$ cat src/include/pviu_cfg.svh
`ifndef PVIU_CFG_SVH
`define PVIU_CFG_SVH

// ****************************************************************
// Register map
// ****************************************************************
`define PVIU_ADDR_W          4
`define PVIU_OFF_CTRL_PRI    4'h0
`define PVIU_OFF_CTRL_SEC    4'h1
`define PVIU_OFF_GRP_FLAGS   4'h2
`define PVIU_OFF_IRQ_STATUS  4'h3
`define PVIU_OFF_IRQ_MASK    4'h4
`define PVIU_OFF_STACK_DEPTH 4'h5

// ****************************************************************
// Primary control fields
// ****************************************************************
`define PVIU_PRI_GEN         0
`define PVIU_PRI_EZ_EN       1
`define PVIU_PRI_EO_EN       2
`define PVIU_PRI_TZ_EN       3
`define PVIU_PRI_EZ_FL       4
`define PVIU_PRI_EO_FL       5
`define PVIU_PRI_TZ_FL       6
`define PVIU_PRI_MASK        8'h7f

// ****************************************************************
// Secondary control fields
// ****************************************************************
`define PVIU_SEC_TO_EN       0
`define PVIU_SEC_SR_EN       1
`define PVIU_SEC_GR_EN       2
`define PVIU_SEC_TO_FL       4
`define PVIU_SEC_SR_FL       5
`define PVIU_SEC_GR_FL       6
`define PVIU_SEC_MASK        8'h77

// ****************************************************************
// Vectors, group and reset values
// ****************************************************************
`define PVIU_VEC_EXT0        8'h04
`define PVIU_VEC_EXT1        8'h08
`define PVIU_VEC_TMR0        8'h0c
`define PVIU_VEC_TMR1        8'h10
`define PVIU_VEC_SER         8'h14
`define PVIU_VEC_GRP         8'h18
`define PVIU_NUM_SRC         6
`define PVIU_NUM_GRP         6
`define PVIU_RST_BYTE        8'h00
`define PVIU_STACK_DEPTH     8

`endif

$ cat src/include/pviu_pkg.sv
package pviu_pkg;

  // Arbitration outcome, one-hot by source
  typedef logic [5:0] pviu_src_vec_t;

  // Grant sequencer states
  typedef enum logic [2:0] {
    PVIU_IDLE  = 3'b001,
    PVIU_WAIT  = 3'b010,
    PVIU_GRANT = 3'b100
  } pviu_state_t;

endpackage

$ cat src/rtl/pviu_arbiter.sv
`timescale 1ns/100ps
`include "pviu_cfg.svh"

// Fixed-priority pick; bit 0 is the highest priority
module pviu_arbiter
  import pviu_pkg::*;
(
  // Requests
  input  wire logic [5:0] req,
  // Result
  output logic            any,
  output pviu_src_vec_t   pick,
  output logic [7:0]      vector
);

  always_comb
  begin
    pick   = '0;
    vector = 8'h00;
    any    = |req;
    if (req[0])
    begin
      pick[0] = 1'b1;
      vector  = `PVIU_VEC_EXT0;
    end
    else if (req[1])
    begin
      pick[1] = 1'b1;
      vector  = `PVIU_VEC_EXT1;
    end
    else if (req[2])
    begin
      pick[2] = 1'b1;
      vector  = `PVIU_VEC_TMR0;
    end
    else if (req[3])
    begin
      pick[3] = 1'b1;
      vector  = `PVIU_VEC_TMR1;
    end
    else if (req[4])
    begin
      pick[4] = 1'b1;
      vector  = `PVIU_VEC_SER;
    end
    else if (req[5])
    begin
      pick[5] = 1'b1;
      vector  = `PVIU_VEC_GRP;
    end
  end

endmodule

$ cat src/rtl/pviu_flag.sv
`timescale 1ns/100ps
`include "pviu_cfg.svh"

// One request flag: hardware set beats any clear in the same cycle
module pviu_flag
  import pviu_pkg::*;
(
  // Clock and reset
  input  wire logic clk,
  input  wire logic rst_b,
  // Controls
  input  wire logic set,
  input  wire logic wr_en,
  input  wire logic wr_val,
  input  wire logic hw_clr,
  // State
  output logic      flag
);

  typedef struct packed {
    logic f;
  } pviu_flag_st_t;

  pviu_flag_st_t s_q;
  pviu_flag_st_t s_d;

  // Next value: set wins, then write, then hardware clear
  always_comb
  begin
    s_d = s_q;
    if (hw_clr)
    begin
      s_d.f = 1'b0;
    end
    if (wr_en)
    begin
      s_d.f = wr_val;
    end
    if (set)
    begin
      s_d.f = 1'b1;
    end
  end

  always_ff @(posedge clk or negedge rst_b)
  begin
    if (!rst_b)
    begin
      s_q <= '0;
    end
    else
    begin
      s_q <= s_d;
    end
  end

  assign flag = s_q.f;

endmodule

$ cat src/rtl/pviu_top.sv
// Behaviour
// - Requests seen between two rising edges of the second phase clock are serviced at the later.
// - Coinciding requests grant ext line 0 (04H), ext line 1 (08H), ..., serial fifth (14H).
// - Timer 0 overflow has third priority and vector 0CH.
// - Timer 1 overflow has fourth priority and vector 10H.
// - Six grouped sources share the lowest-priority vector 18H.
// - Each grouped source has its own flag, and any of them raises the shared group flag.
// - The shared group flag is cleared by hardware when the group vector is taken.
// - Bit 0 of the secondary control register enables timer 1 requests.
// - Unimplemented control register bits ignore writes and read zero.
// - A request is serviced only while its enable is set.
// - A grant clears the global enable.
// - Requests while servicing is blocked still set and hold their flags.
// - No grant is given while the return stack is full.
// - A grant pushes the next address and loads the program counter with the vector.
//
// The address map and the strobed register port were decided locally.
`timescale 1ns/100ps
`include "pviu_cfg.svh"

module pviu_top
  import pviu_pkg::*;
#(
  parameter int NUM_GRP = `PVIU_NUM_GRP
)
(
  // Clock and reset
  input  wire logic                    CLK,
  input  wire logic                    RST_B,
  // Register port
  input  wire logic [`PVIU_ADDR_W-1:0] ADDR,
  input  wire logic [7:0]              WDATA,
  input  wire logic                    WR,
  input  wire logic                    RD,
  output logic      [7:0]              RDATA,
  // Request sources, one-cycle event pulses
  input  wire logic                    EXT_LINE_ZERO_EV,
  input  wire logic                    EXT_LINE_ONE_EV,
  input  wire logic                    TIMER_ZERO_EV,
  input  wire logic                    TIMER_ONE_EV,
  input  wire logic                    SERIAL_EV,
  input  wire logic [NUM_GRP-1:0]      GRP_EV,
  // CPU sequencer
  input  wire logic                    SECOND_PHASE_CLOCK,
  input  wire logic                    STACK_FULL,
  output logic                         IRQ_TAKE,
  output logic                         PUSH_RET,
  output logic                         PC_LOAD,
  output logic      [7:0]              PC_VECTOR,
  // Interrupt to system
  output logic                         IRQ_OUT
);

  // ****************************************************************
  // State
  // ****************************************************************
  typedef struct packed {
    logic               gen;
    logic [5:0]         en;
    logic [NUM_GRP-1:0] grp_fl;
    logic [1:0]         sts;
    logic [1:0]         msk;
    logic               ph_prev;
    logic [7:0]         vec;
    logic               take;
    logic [7:0]         rdata;
  } pviu_top_st_t;

  pviu_top_st_t s_q;
  pviu_top_st_t s_d;

  // ****************************************************************
  // Source flags
  // ****************************************************************
  logic [5:0]  flag;
  logic [5:0]  set_ev;
  logic [5:0]  wr_fl_en;
  logic [5:0]  wr_fl_val;
  logic [5:0]  hw_clr;
  logic        wr_pri;
  logic        wr_sec;
  logic        any;
  logic [5:0]  pick;
  logic [7:0]  vector;
  logic        phase_rise;
  logic        grant;

  assign wr_pri = WR && (ADDR == `PVIU_OFF_CTRL_PRI);
  assign wr_sec = WR && (ADDR == `PVIU_OFF_CTRL_SEC);

  // Group flag rises on any grouped source becoming active
  assign set_ev = {|GRP_EV, SERIAL_EV, TIMER_ONE_EV, TIMER_ZERO_EV,
                   EXT_LINE_ONE_EV, EXT_LINE_ZERO_EV};

  // Register bit of each flag; enable blocks nothing here so flags always record
  assign wr_fl_en  = {wr_sec, wr_sec, wr_sec, wr_pri, wr_pri, wr_pri};
  assign wr_fl_val = {WDATA[`PVIU_SEC_GR_FL], WDATA[`PVIU_SEC_SR_FL],
                      WDATA[`PVIU_SEC_TO_FL], WDATA[`PVIU_PRI_TZ_FL],
                      WDATA[`PVIU_PRI_EO_FL], WDATA[`PVIU_PRI_EZ_FL]};

  // Serviced flag is cleared by hardware, including the shared group flag
  assign hw_clr = grant ? pick : 6'h00;

  genvar gi;
  generate
    for (gi = 0; gi < 6; gi++)
    begin : g_flag
      pviu_flag u_flag (
        .clk    (CLK),
        .rst_b  (RST_B),
        .set    (set_ev[gi]),
        .wr_en  (wr_fl_en[gi]),
        .wr_val (wr_fl_val[gi]),
        .hw_clr (hw_clr[gi]),
        .flag   (flag[gi])
      );
    end
  endgenerate

  // ****************************************************************
  // Arbitration
  // ****************************************************************
  // Sticky flags hold every request seen since the last rise, so a request that
  // arrives between two rises competes at the later one
  // Only enabled requests compete
  pviu_arbiter u_arb (
    .req    (flag & s_q.en),
    .any    (any),
    .pick   (pick),
    .vector (vector)
  );

  // Fixed priority and vectors live in the arbiter
  assign phase_rise = SECOND_PHASE_CLOCK && !s_q.ph_prev;
  // Grant on the later phase edge, only if enabled and stack has room
  assign grant = phase_rise && s_q.gen && any && !STACK_FULL;

  // ****************************************************************
  // Next state
  // ****************************************************************
  always_comb
  begin
    s_d         = s_q;
    s_d.ph_prev = SECOND_PHASE_CLOCK;
    s_d.take    = grant;
    s_d.rdata   = 8'h00;
    // Vector is captured at the grant and held until the next one
    if (grant)
    begin
      s_d.vec = vector;
    end
    // Software writes to enables; unused bits dropped
    if (wr_pri)
    begin
      s_d.gen   = WDATA[`PVIU_PRI_GEN];
      s_d.en[0] = WDATA[`PVIU_PRI_EZ_EN];
      s_d.en[1] = WDATA[`PVIU_PRI_EO_EN];
      s_d.en[2] = WDATA[`PVIU_PRI_TZ_EN];
    end
    if (wr_sec)
    begin
      s_d.en[3] = WDATA[`PVIU_SEC_TO_EN];
      s_d.en[4] = WDATA[`PVIU_SEC_SR_EN];
      s_d.en[5] = WDATA[`PVIU_SEC_GR_EN];
    end
    // Grant blocks nesting; hardware clear wins over a same-cycle write
    if (grant)
    begin
      s_d.gen = 1'b0;
    end
    // Individual group flags: set beats write; the grant leaves them alone
    if (WR && ADDR == `PVIU_OFF_GRP_FLAGS)
    begin
      s_d.grp_fl = WDATA[NUM_GRP-1:0];
    end
    s_d.grp_fl = s_d.grp_fl | GRP_EV;
    // Sticky status: bit 0 grant, bit 1 refused for a full stack; write one clears
    if (WR && ADDR == `PVIU_OFF_IRQ_STATUS)
    begin
      s_d.sts = s_q.sts & ~WDATA[1:0];
    end
    if (WR && ADDR == `PVIU_OFF_IRQ_MASK)
    begin
      s_d.msk = WDATA[1:0];
    end
    s_d.sts[0] = s_d.sts[0] | grant;
    s_d.sts[1] = s_d.sts[1] | (phase_rise && s_q.gen && any && STACK_FULL);
    // Read data for the next cycle
    if (RD)
    begin
      case (ADDR)
        `PVIU_OFF_CTRL_PRI:
          s_d.rdata = {1'b0, flag[2:0], s_q.en[2:0], s_q.gen} & `PVIU_PRI_MASK;
        `PVIU_OFF_CTRL_SEC:
          s_d.rdata = {1'b0, flag[5:3], 1'b0, s_q.en[5:3]} & `PVIU_SEC_MASK;
        `PVIU_OFF_GRP_FLAGS:
          s_d.rdata = 8'(s_q.grp_fl);
        `PVIU_OFF_IRQ_STATUS:
          s_d.rdata = {6'h00, s_q.sts};
        `PVIU_OFF_IRQ_MASK:
          s_d.rdata = {6'h00, s_q.msk};
        default:
          s_d.rdata = 8'h00;
      endcase
    end
  end

  // ****************************************************************
  // Registers
  // ****************************************************************
  always_ff @(posedge CLK or negedge RST_B)
  begin
    if (!RST_B)
    begin
      s_q <= '0;
    end
    else
    begin
      s_q <= s_d;
    end
  end

  // ****************************************************************
  // Outputs
  // ****************************************************************
  // Push and vector load are one registered pulse after the grant
  assign IRQ_TAKE  = s_q.take;
  assign PUSH_RET  = s_q.take;
  assign PC_LOAD   = s_q.take;
  assign PC_VECTOR = s_q.vec;
  assign RDATA     = s_q.rdata;
  assign IRQ_OUT   = |(s_q.sts & s_q.msk);

endmodule

$ cat config.mk
export PLATFORM = sky130hd
export DESIGN_NAME = pviu_top
export DESIGN_NICKNAME = d
export VERILOG_FILES = /design/src/include/pviu_pkg.sv /design/src/rtl/pviu_arbiter.sv /design/src/rtl/pviu_flag.sv /design/src/rtl/pviu_top.sv
export VERILOG_INCLUDE_DIRS = /design/src /design/src/include
export SDC_FILE = /design/constraint.sdc
export NUM_CORES = 1
export LEC_CHECK = 0
export BUFFER_PORTS_ARGS = -buffer_cell sky130_fd_sc_hd__buf_2
export CELL_PAD_IN_SITES_DETAIL_PLACEMENT = 0
export CELL_PAD_IN_SITES_GLOBAL_PLACEMENT = 2
export CORE_ASPECT_RATIO = 1.1
export CORE_MARGIN = 5
export CORE_UTILIZATION = 34
export CTS_CLUSTER_DIAMETER = 30
export DETAILED_ROUTE_END_ITERATION = 7
export PLACE_DENSITY = 0.93
export SLEW_MARGIN = 20
export SYNTH_ARGS = -nofsm -noshare
export SYNTH_HDL_FRONTEND = slang
export SYNTH_SLANG_ARGS = --single-unit
$ cat constraint.sdc
create_clock -name CLK -period 4.7 [get_ports CLK]
set_input_delay 0.235 -clock CLK [delete_from_list [all_inputs] [get_ports CLK]]
set_output_delay 0.235 -clock CLK [all_outputs]
set_load 0.005 [all_outputs]
# == Word level (Yosys, flattened, before mapping) ==
# Cells that the tools add are included.
# classes
mux,42
n_bitwise,7
eq_ne,4
reduce_logical,23
# ops
op,n
$mux W8,5
$pmux W7 S5,1
$mux W1,27
$reduce_bool A3 Y1,6
$mux W6,2
$reduce_or A6 Y1,2
$logic_and A1 B1 Y1,10
$mux W5,2
$eq A4 B2 Y1 const B,2
$mux W7,1
$and A6 B6 Y6,1
$or A6 B6 Y6,1
$and A2 B2 Y2,2
$eq A4 B1 Y1 const B,1
$eq A4 B3 Y1 const B,1
$logic_not A4 Y1,1
$mux W2,2
$mux W4,1
$mux W3,1
$logic_not A1 Y1,2
$not A2 Y2,1
$or A1 B1 Y1,2
$reduce_bool A2 Y1,1
$reduce_or A2 Y1,1
# word_totals
out_inout_bits,20
regBits,41
elab_cells,92
in_bits,29

# == Logic depth before layout (Yosys ltp) ==
# depth
depth_word,11
depth_mapped,6
mapped_depth_nobuf,4

# == Cells and area by module ==
# From an unflattened synthesis, not the netlist that was laid out.
# unflattened
hier_cells,198
area_unflattened_um2,2123.3
# by_module_without_submodules
module,seq_area_each_um2,instances,cells_each,area_per_inst_um2
pviu_top,850.8,1,158,1746.7
pviu_flag,25.0,6,3,38.8
pviu_arbiter,0.0,1,22,143.9

# == Worst setup path after synthesis ==
# OpenSTA, ideal clock, no wires.
# synth_path
path_kind,flip-flop to flip-flop
from,reg g_flag[0].u_flag.s_q
to,reg g_flag[1].u_flag.s_q
required_time_ns,4.635
setup_slack_ns,3.068
stages_incl_launch_ff,5
arrival_time_ns,1.567
setup_ns,0.065
path_cell_list,dfrtp_1 a222oi_1 a21oi_2 a311oi_1 a211o_1
# synth_via
elab_chain_len,6
# synth_lines
element,line,source
"start, declared",pviu_flag.sv:24,pviu_flag_st_t s_q;
"start signal, assigned",pviu_flag.sv:49,s_q <= '0;
"start signal, assigned",pviu_flag.sv:53,s_q <= s_d;
$and A6 B6 Y6,pviu_top.sv:127,".req (flag & s_q.en),"
$reduce_or A6 Y1,pviu_arbiter.sv:20,any = |req;
$logic_and A1 B1 Y1 (2 in a row),pviu_top.sv:136,assign grant = phase_rise && s_q.gen && any && !STACK_FULL;
net grant,pviu_top.sv:86,logic grant;
$mux W6,pviu_top.sv:102,assign hw_clr = grant ? pick : 6'h00;
$reduce_bool A3 Y1 (no source line),n/a,
"end signal, assigned",pviu_flag.sv:49,
"end signal, assigned",pviu_flag.sv:53,
"end, declared",pviu_flag.sv:24,
# The timed path passes the listed nets, and every way through them passes these cells.
# A chain may end at the register's enable or synchronous reset.

# == Worst setup path in the final report ==
# layout_path
from,reg s_q[32] (netlist bit)
to,reg g_flag[1].u_flag.s_q
# layout_via
elab_chain_len,6
# layout_lines
element,line,source
"start, declared",pviu_top.sv:69,pviu_top_st_t s_q;
"start signal, assigned",pviu_top.sv:215,s_q <= '0;
"start signal, assigned",pviu_top.sv:219,s_q <= s_d;
$and A6 B6 Y6,pviu_top.sv:127,
$reduce_or A6 Y1,pviu_arbiter.sv:20,
$logic_and A1 B1 Y1 (2 in a row),pviu_top.sv:136,
net grant,pviu_top.sv:86,
$mux W6,pviu_top.sv:102,
$reduce_bool A3 Y1 (no source line),n/a,
# The timed path passes the listed nets, and every way through them passes these cells.

==> impl_results.md <==
* Maxcap violations at 0
* Delay-heaviest family, CP: compound AO/OA/AOI/OAI gates
* Crit. Startpoint: s_q[32]
* DP Area at 1990 µm²
* Clock sinks at 35
* XOR/XNOR share of the synthesized area at 0%
* Site Rows at 28
* Gr ovfl total at 0
* Worst path arrival time at 2.08 ns
* First-pass GRT wire length at 7170 µm
* DRC errors left at 0
* Post_cts resized at 0
* Slowest cell delay on critical path at 0.63 ns
* Simple-Gate Fraction of Synth Area at 21.0%
* Worst path slowest cell: a222oi_1
* Netlist cell types at 42
* Die X at 80.2 µm
* Status: completed
* Post-CTS Setup Bufs at 0
* Final worst path period share at 39.3%
* GR Layer Usage met3 at 3.11%
* Hold Path Class: in -> async
* Largest family of logic cells by synthesized area: simple AND/OR/NAND/NOR gates
* Initial antenna violation count at 0
* I/O Buffers at 41
* Nets at 247
* Cells after synthesis at 188
* Number of buffers and inverters on the critical path at 0
* CTS tree: done
* Fill count at 576
* Count of final max-slew check failures at 0
* Clock Latency Late Sink at 0.29 ns
* Antenna cells at 0
* Crit path cell chain: a222oi_1, a21oi_2, a311oi_1, a211o_1
* Layout cells sized above 1 at 27.5%
* I/O Pins at 49
* Max Fclk at 542 MHz
* Clk_skew at 0.0103 ns
* Adder-cell share of the synthesized area at 0%
* Setup crit start kind: flop
* Final setup violation count at 0
* Post-Place Setup Slack at 2.80 ns
* Avg Inst Size Synth at 9.79 µm²
* Post-Syn Area at 1840 µm²
* Detail Placement HPWL at 3290 µm
* PwrDens at 363 nW/µm²
* Clock root cell: clkbuf_8
* Peak VDD IR at 0.120 mV
* RSZ-0062 raised after global routing: no
* Routed WL at 4370 µm
* CP max FO at 8
* Total CTS buffers at 5
* Mux contribution to synthesized area at 6.73%
* Final Cell Area at 2080 µm²
* Worst rel slew slack at 46.7%
* Area Overhead vs Synth at 13.1%
* H-tree depth at 2
* GRT Util Overall at 13.4%
* Core Region at 5330 µm²
* Final setup TNS at 0 ns
* Worst-Margin Slew at 0.800 ns
* Met2 Use GR at 21.0%
* Die Y at 87.2 µm
* Starting density of the core at 34.6%
* Iteration-0 DRC count of the detailed router at 74
* Final WS setup at 2.85 ns
* Synth warn at 0
* Routed vias/inst at 4.85
* WP data required at 4.93 ns
* Worst-path clk slew at 0.07 ns
* Met1 usage at 18.2%
* CTS Hold Buffers Added at 0
* Wire length per cell at 14.9 µm
* Crit. End Element: flop
* Minimum clock period at 1.85 ns
* Largest net degree at the start of global routing at 36
* Vias in the first global route at 1427
* Final hold vios at 0
* Final ANT Viol Nets at 0
* Reg2reg start: s_q[32]
* Synthesized flop and latch total at 35
* Most Crowded Layer GR: met2
* Drt pass-1 iters at 4
* Via count at 1421
* Final Util at 39.1%
* Static leakage at 0.000962 µW
* CP Class: reg -> reg
* Placer Congestion at 0.835
* Clock Path Buffers at 2
* Post-synthesis sequential area ratio at 47.6%
* Die Area at 6990 µm²
* Design Power at 756 µW
* Compound-gate portion of the synthesized area at 14.7%
area by class of cell:
cell class                      instances  area (µm²)  share of cell area [%]
Clock inverter                          1        5.00                   0.241
Multi-Input combinational cell        132         803                    38.6
Sequential cell                        35         876                    42.1
Inverter                                2        7.51                   0.361
Clock buffer                            6        82.6                    3.97
Tap cell                               75        93.8                    4.51
Timing Repair Buffer                   42         213                    10.2
state kept, by name (all words and copies together), names as in the netlist:
name / cells
g_flag.u_flag.flag: 6
s_q: 18
PC_VECTOR: 3
RDATA: 7
IRQ_TAKE: 1
layout by cell type (no fill, tap or decap), types with 2 or more instances in the layout:
| cell type | n |
|---|---|
| nor3_1 | 2 |
| a222oi_1 | 2 |
| dfrtp_1 | 35 |
| a211o_1 | 7 |
| a32o_1 | 2 |
| mux2i_1 | 9 |
| nand3_1 | 4 |
| nand2_1 | 35 |
| a21oi_1 | 12 |
| clkbuf_8 | 6 |
| nor2_1 | 14 |
| mux2_2 | 3 |
| o22ai_1 | 2 |
| inv_1 | 2 |
| conb_1 | 6 |
| buf_2 | 41 |
| nand4_1 | 3 |
| o211ai_1 | 2 |
| nor2b_1 | 7 |
per-layer routing:
layer / vias to the layer above / part of all wire [%]
met5: - / 0
met4: 0 / 0.73
met3: 4 / 5.3
met2: 46 / 49
met1: 667 / 45
li1: 704 / -
cell families (layout without fill, tap and decap cells):
kind of cell / Yosys count / after routing
other cells: 1 / 6
simple gates: 77 / 77
mux: 12 / 12
compound gates: 37 / 37
flops: 35 / 35
buf+inv: 26 / 51
metrics by stage:
stage	hold WS, ns	std cells
after CTS	0.0594	293
after global placement	0.366	286
after floorplan	-0.0606	193
after detailed placement	0.372	286
final	0.0311	293
after global routing	0.0944	293
where the power goes:
part	switching (µW)	internal, µW
registers	38.3	343
clock network	105	115
logic	76.8	78.1
total	220	536
cell usage after synthesis (all sizes together):
cell	instances	area share, %
dfrtp	35	48
nand2	35	7.1
buf	20	8.6
nor2	14	2.9
a21oi	13	3.7
mux2i	9	4.9
a211o	7	3.3
nor2b	7	2.4
clkbuf	4	0.82
nand3	4	1.1
and2	3	1.1
mux2	3	1.8
nand4	3	1.0
a222oi	2	1.1
a32o	2	1.1
inv	2	0.41
nor3	2	0.54
o211ai	2	0.82
o21ai	2	0.54
o22ai	2	0.68
a2111oi	1	0.48
a21o	1	0.48
a221o	1	0.61
a22o	1	0.48
a311oi	1	0.48
a31oi	1	0.34
and3	1	0.34
and4	1	0.54
conb	1	0.20
nand4bb	1	0.61
nor3b	1	1.0
nor4b	1	0.48
nor4bb	1	0.54
o22a	1	0.54
or3	1	0.34
or3b	1	0.61
or4	1	0.41
path summary, 6_finish.rpt:
kind | end | slack, ns | cells after the start
min reg2reg | PC_VECTOR[4] | 0.50 | 1
max | g_flag[1].u_flag.flag | 2.85 | 4
max in group asynchronous | s_q[17] | 4.15 | 1
min | g_flag[1].u_flag.flag | 0.03 | 1
max reg2reg | g_flag[1].u_flag.flag | 2.85 | 4
min in group CLK | s_q[17] | 0.10 | 1
worst reg2reg max path: cells and delay by family, from the launching register on:
family	cells	cell delay (ns)
AO/OA/AOI/OAI	4	1.34
flip-flops	1	0.44
(Power assumes the default switching activity.)
